<file path="src/dacc_pkg.sv">
// constants and types shared by the dual capture/compare arrays
package dacc_pkg;

  // ----------------------------------------------------------------
  // sizes
  // ----------------------------------------------------------------
  localparam int unsigned DACC_W = 16;
  localparam int unsigned DACC_ARRAYS = 2;
  localparam int unsigned DACC_REGS_PER_ARRAY = 16;
  localparam int unsigned DACC_CH = DACC_ARRAYS * DACC_REGS_PER_ARRAY;
  localparam int unsigned DACC_TIMERS = 4;
  localparam int unsigned DACC_CH_IDX_W = 5;
  localparam int unsigned DACC_TMR_IDX_W = 2;
  localparam int unsigned DACC_SECOND_PIN_REGS = 12;
  localparam int unsigned DACC_DBL_PAIR_OFS = 8;

  // ----------------------------------------------------------------
  // timing: prescaler base periods in system clock cycles
  // ----------------------------------------------------------------
  localparam int unsigned DACC_NORMAL_RES_CYC = 1;
  localparam int unsigned DACC_STAGGER_RES_CYC = 8;
  localparam logic [2:0] DACC_STAGGER_SHIFT = 3'h3;
  localparam int unsigned DACC_PRESC_W = 7;

  // ----------------------------------------------------------------
  // timer count source select
  // ----------------------------------------------------------------
  typedef enum logic [2:0] {
    DACC_SRC_DIV1 = 3'b000,
    DACC_SRC_DIV2 = 3'b001,
    DACC_SRC_DIV4 = 3'b010,
    DACC_SRC_DIV8 = 3'b011,
    DACC_SRC_EXT_OVF = 3'b100,
    DACC_SRC_EXT_CNT = 3'b101,
    DACC_SRC_STOP6 = 3'b110,
    DACC_SRC_STOP7 = 3'b111
  } dacc_src_t;

  // ----------------------------------------------------------------
  // channel function: bit 2 set means compare, low bits the mode
  // ----------------------------------------------------------------
  typedef enum logic [2:0] {
    DACC_FN_OFF = 3'b000,
    DACC_FN_CAPTURE = 3'b001,
    DACC_FN_RSV2 = 3'b010,
    DACC_FN_RSV3 = 3'b011,
    DACC_FN_CMP0 = 3'b100,
    DACC_FN_CMP1 = 3'b101,
    DACC_FN_CMP2 = 3'b110,
    DACC_FN_CMP3 = 3'b111
  } dacc_fn_t;

  // capture edge select bits
  localparam int unsigned DACC_EDGE_RISE_BIT = 0;
  localparam int unsigned DACC_EDGE_FALL_BIT = 1;

  // reset values
  localparam logic [15:0] DACC_RST_VAL = 16'h0000;
  localparam logic [6:0] DACC_PRESC_RST = 7'h00;

endpackage : dacc_pkg

</file>
<file path="src/dacc_timer.sv">
// one reloadable up-counting time base
module dacc_timer #(
  parameter int unsigned WIDTH = 16
) (
  input wire logic sys_clk,
  input wire logic rst_b,
  input wire logic step_en,
  input wire logic wr_count,
  input wire logic wr_reload,
  input wire logic [WIDTH-1:0] wdata,
  output logic [WIDTH-1:0] value_q,
  output logic step_q,
  output logic ovf_q
);
  import dacc_pkg::*;

  logic [WIDTH-1:0] reload_q;
  logic [WIDTH-1:0] value_d;
  wire at_top = &value_q;
  wire wrap = step_en & at_top;

  if (WIDTH < 2) begin : g_chk
    $error("dacc_timer: WIDTH must be at least 2");
  end

  // software write of the count wins over a step in the same cycle
  assign value_d = wr_count ? wdata :
                   wrap ? reload_q :
                   step_en ? value_q + 1'b1 : value_q;

  always_ff @(posedge sys_clk) begin
    if (!rst_b) begin
      value_q <= '0;
      reload_q <= '0;
      step_q <= 1'b0;
      ovf_q <= 1'b0;
    end else begin
      value_q <= value_d;
      if (wr_reload) begin
        reload_q <= wdata;
      end
      step_q <= step_en & ~wr_count;
      ovf_q <= wrap & ~wr_count;
    end
  end

endmodule // dacc_timer

</file>
<file path="src/dacc_top.sv">
// two capture/compare arrays with four reloadable time bases

module dacc_top #(
  parameter int unsigned SECOND_PIN_REGS = dacc_pkg::DACC_SECOND_PIN_REGS
) (
  input wire logic sys_clk,
  input wire logic rst_b,
  input wire logic staggered_mode,
  input wire logic ext_overflow_pulse,
  input wire logic [1:0] ext_count_in,
  input wire logic [11:0] tmr_src,
  input wire logic [3:0] tmr_run,
  input wire logic [dacc_pkg::DACC_TMR_IDX_W-1:0] tmr_wr_sel,
  input wire logic tmr_wr_count,
  input wire logic tmr_wr_reload,
  input wire logic [15:0] tmr_wdata,
  input wire logic [95:0] cc_func,
  input wire logic [31:0] cc_timer_b_sel,
  input wire logic [63:0] cc_edge_sel,
  input wire logic [31:0] cc_single_event,
  input wire logic [31:0] cc_double_reg,
  input wire logic reg_wr,
  input wire logic [dacc_pkg::DACC_CH_IDX_W-1:0] reg_sel,
  input wire logic [15:0] reg_wdata,
  input wire logic [31:0] cc_pin_in,
  output logic [31:0] cc_pin_out_q,
  output logic [31:0] cc_pin_oe_b_q,
  output logic [31:0] cc_irq_q,
  output logic [15:0] reg_rdata_q,
  output logic [63:0] tmr_value_q,
  output logic [31:0] cc_single_done_q
);
  import dacc_pkg::*;

  if (SECOND_PIN_REGS > DACC_REGS_PER_ARRAY) begin : g_chk
    $error("dacc_top: SECOND_PIN_REGS cannot exceed 16");
  end

  // ----------------------------------------------------------------
  // prescaler
  // ----------------------------------------------------------------
  logic [DACC_PRESC_W-1:0] presc_q;
  wire [DACC_PRESC_W-1:0] presc_d = presc_q + 1'b1;
  // staggered operation coarsens every base rate by eight
  wire [2:0] base_shift = staggered_mode ? DACC_STAGGER_SHIFT : 3'h0;

  always_ff @(posedge sys_clk) begin
    if (!rst_b) begin
      presc_q <= DACC_PRESC_RST;
    end else begin
      presc_q <= presc_d;
    end
  end

  // ----------------------------------------------------------------
  // external count inputs: rising edge gives one count
  // ----------------------------------------------------------------
  logic [1:0] ext_cnt_prev_q;
  wire [1:0] ext_cnt_rise = ext_count_in & ~ext_cnt_prev_q;

  always_ff @(posedge sys_clk) begin
    if (!rst_b) begin
      ext_cnt_prev_q <= 2'b00;
    end else begin
      ext_cnt_prev_q <= ext_count_in;
    end
  end

  // ----------------------------------------------------------------
  // time bases: first_array_timer_a/_b, second_array_timer_a/_b
  // ----------------------------------------------------------------
  logic [15:0] tval_w [DACC_TIMERS];
  logic [DACC_TIMERS-1:0] tstep_w;
  logic [DACC_TIMERS-1:0] tovf_w;

  for (genvar t = 0; t < DACC_TIMERS; t++) begin : g_tmr
    wire [2:0] src = tmr_src[t*3 +: 3];
    wire [2:0] shift = base_shift + src;
    wire [DACC_PRESC_W-1:0] div_mask =
      DACC_PRESC_W'((8'd1 << shift) - 8'd1);
    wire presc_tick = (presc_q & div_mask) == '0;
    wire is_timer_a = (t % 2) == 0;
    logic step;
    wire wr_hit = tmr_wr_sel == DACC_TMR_IDX_W'(t);

    always_comb begin
      step = 1'b0;
      case (src)
        DACC_SRC_DIV1, DACC_SRC_DIV2, DACC_SRC_DIV4, DACC_SRC_DIV8: begin
          step = presc_tick;
        end
        DACC_SRC_EXT_OVF: begin
          step = ext_overflow_pulse;
        end
        DACC_SRC_EXT_CNT: begin
          step = is_timer_a & ext_cnt_rise[t/2];
        end
        default: begin
          step = 1'b0;
        end
      endcase
    end

    dacc_timer #(
      .WIDTH(DACC_W)
    ) u_tmr (
      .sys_clk(sys_clk),
      .rst_b(rst_b),
      .step_en(step & tmr_run[t]),
      .wr_count(tmr_wr_count & wr_hit),
      .wr_reload(tmr_wr_reload & wr_hit),
      .wdata(tmr_wdata),
      .value_q(tval_w[t]),
      .step_q(tstep_w[t]),
      .ovf_q(tovf_w[t])
    );

    assign tmr_value_q[t*16 +: 16] = tval_w[t];
  end

  // ----------------------------------------------------------------
  // capture/compare registers
  // ----------------------------------------------------------------
  logic [15:0] ccval_q [DACC_CH];
  logic [DACC_CH-1:0] match_w;
  logic [DACC_CH-1:0] pin_prev_q;
  logic [DACC_CH-1:0] once_done_q;
  logic [DACC_CH-1:0] single_done_q;

  for (genvar c = 0; c < DACC_CH; c++) begin : g_ch
    localparam int unsigned ARR = c / DACC_REGS_PER_ARRAY;
    localparam int unsigned IDX = c % DACC_REGS_PER_ARRAY;
    localparam bit HAS_PIN = (ARR == 0) || (IDX < SECOND_PIN_REGS);
    localparam bit LOWER = IDX < DACC_DBL_PAIR_OFS;
    localparam int unsigned PARTNER =
      LOWER ? c + DACC_DBL_PAIR_OFS : c - DACC_DBL_PAIR_OFS;

    wire [2:0] func = cc_func[c*3 +: 3];
    wire is_cmp = func[2];
    wire is_cap = func == DACC_FN_CAPTURE;
    wire [1:0] cmode = func[1:0];
    // each register picks timer a or b of its own array
    wire [1:0] tsel = 2'(ARR * 2) + {1'b0, cc_timer_b_sel[c]};
    wire [15:0] tval = tval_w[tsel];
    wire tstep = tstep_w[tsel];
    wire tovf = tovf_w[tsel];

    // modes 2 and 3 act once per period
    wire once_mode = is_cmp & cmode[1];
    wire blocked = (once_mode & once_done_q[c]) |
                   (cc_single_event[c] & single_done_q[c]);
    // compare on every count of the timer
    wire raw_match = is_cmp & tstep & (tval == ccval_q[c]);
    assign match_w[c] = raw_match & ~blocked;

    // double register: lower pin toggles on partner match too
    wire dbl_on = LOWER ? cc_double_reg[c] : cc_double_reg[PARTNER];
    wire dbl_hit = LOWER & cc_double_reg[c] & match_w[PARTNER];
    // upper partner of a pair gives up its own pin
    wire pin_yield = ~LOWER & dbl_on;

    // capture edge detect; pins are synchronous to sys_clk
    wire pin_in = HAS_PIN ? cc_pin_in[c] : 1'b0;
    wire rise = pin_in & ~pin_prev_q[c];
    wire fall = ~pin_in & pin_prev_q[c];
    wire cap_hit = is_cap & HAS_PIN &
                   ((rise & cc_edge_sel[c*2 + DACC_EDGE_RISE_BIT]) |
                    (fall & cc_edge_sel[c*2 + DACC_EDGE_FALL_BIT]));

    logic pin_d;
    wire drives = HAS_PIN & ~pin_yield &
                  ((is_cmp & cmode[0]) | (LOWER & cc_double_reg[c]));

    always_comb begin
      pin_d = cc_pin_out_q[c];
      if (dbl_hit) begin
        pin_d = ~pin_d;
      end
      if (is_cmp & ~pin_yield) begin
        case (func)
          DACC_FN_CMP1: begin
            if (match_w[c]) begin
              pin_d = ~cc_pin_out_q[c] ^ dbl_hit;
            end
          end
          DACC_FN_CMP3: begin
            if (match_w[c]) begin
              pin_d = 1'b1;
            end else if (tovf) begin
              pin_d = 1'b0;
            end
          end
          default: begin
            pin_d = pin_d;
          end
        endcase
      end
      if (!HAS_PIN) begin
        pin_d = 1'b0;
      end
    end

    wire sw_wr = reg_wr & (reg_sel == DACC_CH_IDX_W'(c));
    wire [15:0] ccval_d = cap_hit ? tval :
                          sw_wr ? reg_wdata : ccval_q[c];
    // a new match outranks the period-end clear
    wire once_d = match_w[c] | (once_done_q[c] & ~tovf);
    wire single_d = (match_w[c] & cc_single_event[c]) |
                    (single_done_q[c] & ~sw_wr);

    always_ff @(posedge sys_clk) begin
      if (!rst_b) begin
        ccval_q[c] <= DACC_RST_VAL;
        pin_prev_q[c] <= 1'b0;
        once_done_q[c] <= 1'b0;
        single_done_q[c] <= 1'b0;
        cc_pin_out_q[c] <= 1'b0;
        cc_pin_oe_b_q[c] <= 1'b1;
        cc_irq_q[c] <= 1'b0;
      end else begin
        ccval_q[c] <= ccval_d;
        pin_prev_q[c] <= pin_in;
        once_done_q[c] <= once_d;
        single_done_q[c] <= single_d;
        cc_pin_out_q[c] <= pin_d;
        cc_pin_oe_b_q[c] <= ~drives;
        cc_irq_q[c] <= match_w[c] | cap_hit;
      end
    end

    assign cc_single_done_q[c] = single_done_q[c];
  end

  // ----------------------------------------------------------------
  // read-back of the selected register
  // ----------------------------------------------------------------
  wire [15:0] rdata_d = ccval_q[reg_sel];

  always_ff @(posedge sys_clk) begin
    if (!rst_b) begin
      reg_rdata_q <= DACC_RST_VAL;
    end else begin
      reg_rdata_q <= rdata_d;
    end
  end

endmodule // dacc_top

</file>
<file path="config.mk">
export PLATFORM = sky130hd
export DESIGN_NAME = dacc_top
export DESIGN_NICKNAME = d
export VERILOG_FILES = /design/src/dacc_pkg.sv /design/src/dacc_timer.sv /design/src/dacc_top.sv
export SDC_FILE = /design/constraint.sdc
export NUM_CORES = 2
export LEC_CHECK = 0
export BUFFER_PORTS_ARGS = -buffer_cell sky130_fd_sc_hd__buf_2
export CAP_MARGIN = 20
export CORE_ASPECT_RATIO = 0.5
export CORE_MARGIN = 2
export CORE_UTILIZATION = 48
export DETAILED_ROUTE_END_ITERATION = 10
export PLACE_DENSITY = 0.73
export REMOVE_ABC_BUFFERS = 1
export SLEW_MARGIN = 20
export SYNTH_ARGS = -nofsm -noshare
export SYNTH_HDL_FRONTEND = slang
export SYNTH_SLANG_ARGS = --single-unit
</file>
<file path="constraint.sdc">
create_clock -name sys_clk -period 4.01 [get_ports sys_clk]
set_clock_uncertainty 0.15 [all_clocks]
set_input_delay 0.401 -clock sys_clk [delete_from_list [all_inputs] [get_ports sys_clk]]
set_output_delay 0.401 -clock sys_clk [all_outputs]
set_load 0.02 [all_outputs]
</file>
=== Word level (Yosys, flattened, before mapping) ===
Memories as Yosys holds them, arrays and structs flattened. A register that Yosys moved wholly into a read port is not among the register bits.
Index checks and enable logic that the tools add are counted.

* Bits of input ports: 352
* Logic and storage cells: 2044
* Bits in registers: 325
* Memories kept: 1
* Bits in writable memories: 512

* Order comparisons: 64
* Bitwise operators: 1030
* Shift-type cells: 4
* Reductions and logical operators: 47
* Multiplexer cells: 479
* Add/sub/neg operators: 29
* Eq/ne operators: 192

{| class="wikitable"
|+ Memories
! name !! depth !! bits a word !! rd ports !! clocked after Yosys merged registers in !! wr ports !! RTL line !! RTL
|-
| ccval_q || 32 || 16 || 33 || 1 || 32 || dacc_top.sv:124 || <nowiki>logic [15:0] ccval_q [DACC_CH];</nowiki>
|}

{| class="wikitable"
|+ Operators with widths
! kind !! number
|-
| $mux 16 || 168
|-
| $bmux 16 s2 || 32
|-
| $and 1x1->1 || 552
|-
| $eq 16x16->1 || 32
|-
| $not 1->1 || 224
|-
| $mux 1 || 214
|-
| $or 1x1->1 || 200
|-
| $eq 3x3->1 const B || 62
|-
| $eq 3x1->1 const B || 32
|-
| $ge 3x3->1 const B || 32
|-
| $eq 5x5->1 const B || 16
|-
| $add 16x1->16 const B || 4
|-
| $bmux 1 s2 || 32
|-
| $reduce_and 16->1 || 4
|-
| $pmux 1 s2 || 30
|-
| $lt 1x3->1 const B || 16
|-
| $lt 2x3->1 const B || 16
|-
| $not 1->3 || 16
|-
| $not 2->3 || 16
|-
| $reduce_and 4->1 || 12
|-
| $eq 5x4->1 const B || 8
|-
| $ne 3x3->1 const B || 12
|-
| $add 2x1->2 const A || 16
|-
| $and 7x7->7 || 4
|-
| 24 further kinds || 95
|}

=== Depth between registers and ports, before layout ===
* Word-level depth: 14
* Gate-level depth with buffers: 15

=== Modules after synthesis ===
From an unflattened synthesis, not the netlist that was laid out.

* Cell total of the unflattened synthesis: 6594
* Area total of the unflattened synthesis: 57238.6 µm²

{| class="wikitable"
|+ Modules (own cells, without submodules)
! module !! area each (µm²) !! seq. area each (µm²) !! cells each !! times used
|-
| dacc_top || 49601.3 || 14353.8 || 5702 || 1
|-
| dacc_timer || 1909.3 || 680.7 || 223 || 4
|}

=== Worst setup path before layout ===
No wires, ideal clock.

* Kind: input -> register
* From: input staggered_mode
* To: register g_tmr[3].u_tmr.value_q[10]
* Required time: 3.727 ns
* Cell stages on the path: 13
* Library setup time: 0.133 ns
* Setup slack: 0.211 ns
* Arrival time: 3.517 ns
* Path through: ha_1 > fa_1 > xor2_1 > or3b_2 > ha_1 > or4b_2 > a21boi_0 > o21a_1 > o21ai_0 > buf_2 > nand3_1 > mux2i_1 > a21oi_1

* Cells in the longest elaborated chain, start to end: 11

{| class="wikitable"
|+ RTL lines
! item !! RTL line !! RTL
|-
| from (decl) || dacc_top.sv:8 || <nowiki>input wire logic staggered_mode,</nowiki>
|-
| $mux 2 * || dacc_top.sv:45 || <nowiki>wire [2:0] base_shift = staggered_mode ? DACC_STAGGER_SHIFT : 3'h0;</nowiki>
|-
| $add 2x3->3 * || dacc_top.sv:78 || <nowiki>wire [2:0] shift = base_shift + src;</nowiki>
|-
| $shl 1x3->7 * || dacc_top.sv:80 || <nowiki>DACC_PRESC_W'((8'd1 << shift) - 8'd1);</nowiki>
|-
| $sub 7x1->7 * || dacc_top.sv:80 ||
|-
| $and 7x7->7 * || dacc_top.sv:81 || <nowiki>wire presc_tick = (presc_q & div_mask) == '0;</nowiki>
|-
| $logic_not 7->1 * || dacc_top.sv:81 ||
|-
| $pmux 1 s2 * || dacc_top.sv:88 || <nowiki>case (src)</nowiki>
|-
| $and 1x1->1 * || dacc_top.sv:109 || <nowiki>.step_en(step & tmr_run[t]),</nowiki>
|-
| $and 1x1->1 || dacc_timer.sv:20 || <nowiki>wire wrap = step_en & at_top;</nowiki>
|-
| $mux 16 || dacc_timer.sv:28 || <nowiki>wrap ? reload_q :</nowiki>
|-
| $mux 16 || dacc_timer.sv:27 || <nowiki>assign value_d = wr_count ? wdata :</nowiki>
|-
| to (signal assigned) || dacc_timer.sv:38 || <nowiki>value_q <= value_d;</nowiki>
|-
| to (decl) || dacc_timer.sv:11 || <nowiki>output logic [WIDTH-1:0] value_q,</nowiki>
|}

Mark *: on every way between the ends. The rest lies on a longest branch, timed or not.
A chain may end at the register's enable or synchronous reset.

=== Worst setup path after layout ===
* From: register g_tmr[0].u_tmr.value_q[12]
* To: register cc_pin_out_q[7]

* Cells in the longest elaborated chain, start to end: 12

{| class="wikitable"
|+ RTL lines
! item !! RTL line !! RTL
|-
| from (decl) || dacc_timer.sv:11 ||
|-
| from (signal assigned) || dacc_timer.sv:38 ||
|-
| $bmux 16 s2 || dacc_top.sv:144 || <nowiki>wire [15:0] tval = tval_w[tsel];</nowiki>
|-
| $mux 16 (implied by the code) (2 in a row) || dacc_top.sv:144 ||
|-
| $eq 16x16->1 || dacc_top.sv:153 || <nowiki>wire raw_match = is_cmp & tstep & (tval == ccval_q[c]);</nowiki>
|-
| $and 1x1->1 || dacc_top.sv:153 ||
|-
| $and 1x1->1 || dacc_top.sv:154 || <nowiki>assign match_w[c] = raw_match & ~blocked;</nowiki>
|-
| $and 1x1->1 || dacc_top.sv:158 || <nowiki>wire dbl_hit = LOWER & cc_double_reg[c] & match_w[PARTNER];</nowiki>
|-
| $mux 1 || dacc_top.sv:176 || <nowiki>if (dbl_hit) begin</nowiki>
|-
| $mux 1 || dacc_top.sv:189 || <nowiki>end else if (tovf) begin</nowiki>
|-
| $mux 1 || dacc_top.sv:187 || <nowiki>if (match_w[c]) begin</nowiki>
|-
| $pmux 1 s2 || dacc_top.sv:180 || <nowiki>case (func)</nowiki>
|-
| $mux 1 * || dacc_top.sv:179 || <nowiki>if (is_cmp & ~pin_yield) begin</nowiki>
|-
| to (signal, indexed assignment) || dacc_top.sv:225 || <nowiki>cc_pin_out_q[c] <= pin_d;</nowiki>
|-
| to (decl) || dacc_top.sv:26 || <nowiki>output logic [31:0] cc_pin_out_q,</nowiki>
|}

Mark *: on every way between the ends. The rest lies on a longest branch, timed or not. The select of a mux whose other input is x is not followed.

==> results.cfg <==
[final_layout]
multi_input_area_sq_um = 35700
fillers = 10100
synthToLayoutAreaGrowth_pct = 16.3
layout.nets = 7446
drive_gt1_frac = 0.249
final_cell_mix = 891 x nand2_1, 853 x dfxtp_1, 582 x nor2_1
layout_commonest_cell = nand2_1
register_area_sq_um = 17100

[floorplan]
ios = 560
die_h_um = 244
dieArea_sq_um = 118000
dieWidth_um = 484
core_sq_um = 114000
start_util = 0.487
num_rows = 87

[yosys]
synth_top_flop_cell = dfxtp_1
synth_edf_count = 0
yosys_warnings = 0
netlist_area_sq_um = 55300
async_flop_share = 0
netlist_top_cells_area = dfxtp_1 31%, mux2_2 9.9%, mux2i_1 8.8%
yosysUniqueCellTypes = 80
yosysTopAreaCell = dfxtp_1
syn_area_per_cell_sq_um = 8.38
netlist.area_leader.share = 0.309
ys_seq_area_frac = 0.309
synth-seq-cells = 853
syn_inst = 6601

[global_routing]
grt_pass1_wl_um = 320000
overflow = 0
antenna_found_initial = 20
grtUsageTotal = 0.352
grt_max_degree = 153
grt_pass1_vias = 50200

[clocking]
cts-htree-levels = 3
cts_tree = done
cts_root_buffer = clkbuf_16
clkSlewWorstSetupHoldPaths_ns = 0.07
clock_sinks = 853
clk_latency_ns = 0.72
cts-resized-gates = 0
clockBufferDepth = 3
cts_made_buffers = 84

[placement]
gp_routability_congestion = 1.06
pre_cts_ws_ns = -0.224
port_buffers = 519
hpwl_um = 150000

[critical_path]
critPathRequiredTime_ns = 4.52
cp-end-kind = flop
startpoint_type = flop
path_max_fanout = 12
arrival_ns = 4.46
cpPeakStageDelay_ns = 0.82
crit_path_frequent_cell = xnor2_1
path_buf_inv = 2
slowest_stage = dfxtp_1
critical_path_class = flop to flop
path_cells = buf_4 > mux2i_1 > xnor2_1 > nor4_1 > nand3_1 > nor2_1 > xnor2_1 > o31ai_1 > a221oi_1 > dlygate4sd3_1
critical_path.top_delay_family = simple AND/OR/NAND/NOR gates

[timing]
min_period_ns = 3.95
hold_viol = 0
holdWs_ns = 0.00108
max_freq_mhz = 253
setup_slack_ns = 0.0588
slew_headroom = 0.179
min_period_over_period = 0.985
finalMaxSlewViolations = 0
rsz0062_at_grt = false
worst_pin_slew_ns = 1.23
finalSetupViolCount = 0

[power_and_ir_drop]
powerDensity_nw_per_um2 = 332
power.leakage_nw = 27.8
ir_drop_mv = 0.325

[route]
drt-total-wl_um = 217000
vias = 53600
routed_via_density = 6.18
routedWlPerCell_um = 25.1
drt_iter0_drc = 7118
drtPass1Iterations = 9
drc_errors = 0
antenna_left = 0

[min_path]
hold_path_class = primary input to flop

[job]
cap_violations = 0

[run_status]
status = finished clean
cells by family after synthesis:
kind of cell | count (synthesis) | synth area share
AOI/OAI and AO/OA | 1071 | 0.109
xor gates and xnor gates | 552 | 0.0874
adders and majority gates | 17 | 0.00439
buffers and inverters | 664 | 0.0483
DFF | 853 | 0.309
muxes | 1133 | 0.252
other | 2 | 0.000136
and+or+nand+nor | 2309 | 0.190
through the flow:
stage	util	TNS [ns]	area [sq um]	std cells	total power [mW]
floorplan	-	-1613.93	53000	6030	11.0
global placement	0.527	-0.878	59800	8334	12.8
detailed placement	0.527	-1.81	59800	8335	12.8
CTS	0.566	0	64300	8654	21.2
global route	0.567	0	64300	8662	21.9
finish	0.567	0	64300	8666	21.4
final cells by class:
class	count	share of cell area
diodes	12	0.000467
clock buffers	123	0.0379
clock inverters	27	0.00517
inverters	87	0.00519
multi-input cells	5090	0.555
flip-flops and latches	853	0.265
well taps	1513	0.0294
repair buffers	961	0.102
synthesized netlist by cell type (39+ instances only):
library cell,number
xor2_1,287
nand3_1,265
and2_1,56
xnor2_1,265
inv_1,86
nand3b_1,48
o21ai_0,386
buf_2,80
nor2_1,587
a22oi_1,39
mux4_2,160
a21oi_1,450
or2_2,166
nor3_1,60
dfxtp_1,853
mux2_2,484
nand2_1,891
nor4_1,98
mux2i_1,488
clkbuf_1,452
tightest hold or removal path, delay by kind of cell:
family	cells	cell delay, ns
compound gates	2	0.23
buf+inv	1	0.12
simple gates	1	0.05
report_power, final:
group	leakage (nW)	switching (mW)	total [mW]	internal, mW
Sequential	6.91	0.280	8.97	8.69
Combinational	19.5	2.45	3.98	1.53
Clock	1.37	3.79	8.41	4.63
Total	27.8	6.51	21.4	14.8
state kept, by name (all words and copies together), names as in the netlist:
name                  cells
cc_irq_q                 32
cc_pin_oe_b_q            28
cc_pin_out_q             28
cc_single_done_q         32
ccval_q                 512
ext_cnt_prev_q            2
g_tmr.u_tmr.ovf_q         4
g_tmr.u_tmr.reload_q     64
g_tmr.u_tmr.step_q        4
g_tmr.u_tmr.value_q      64
once_done_q              32
pin_prev_q               28
presc_q                   7
reg_rdata_q              16
layer usage:
metal	part of all wire	track usage	wire [um]
met2	0.43	0.531	92600
met5	0.00051	0	111
met1	0.37	0.441	80000
met3	0.13	0.102	28500
met4	0.074	0.230	16000
timing repair:
action,in CTS,in global routing
setup endpoints to repair,0,0
hold buffers,169,0
endpoints found under the hold margin,213,0
setup buffers,0,0
worst paths after layout:
kind                                endpoint  slack (ns)  cells after the start                  startpoint
setup / recovery             cc_pin_out_q[7]        0.06                     10  g_tmr[0].u_tmr.value_q[12]
hold / removal               cc_pin_out_q[9]       0.001                      4                 cc_func[28]
setup reg to reg             cc_pin_out_q[7]        0.06                     10  g_tmr[0].u_tmr.value_q[12]
hold reg to reg   g_tmr[2].u_tmr.reload_q[9]        0.30                      2  g_tmr[2].u_tmr.reload_q[9]
(Power assumes the default switching activity.)
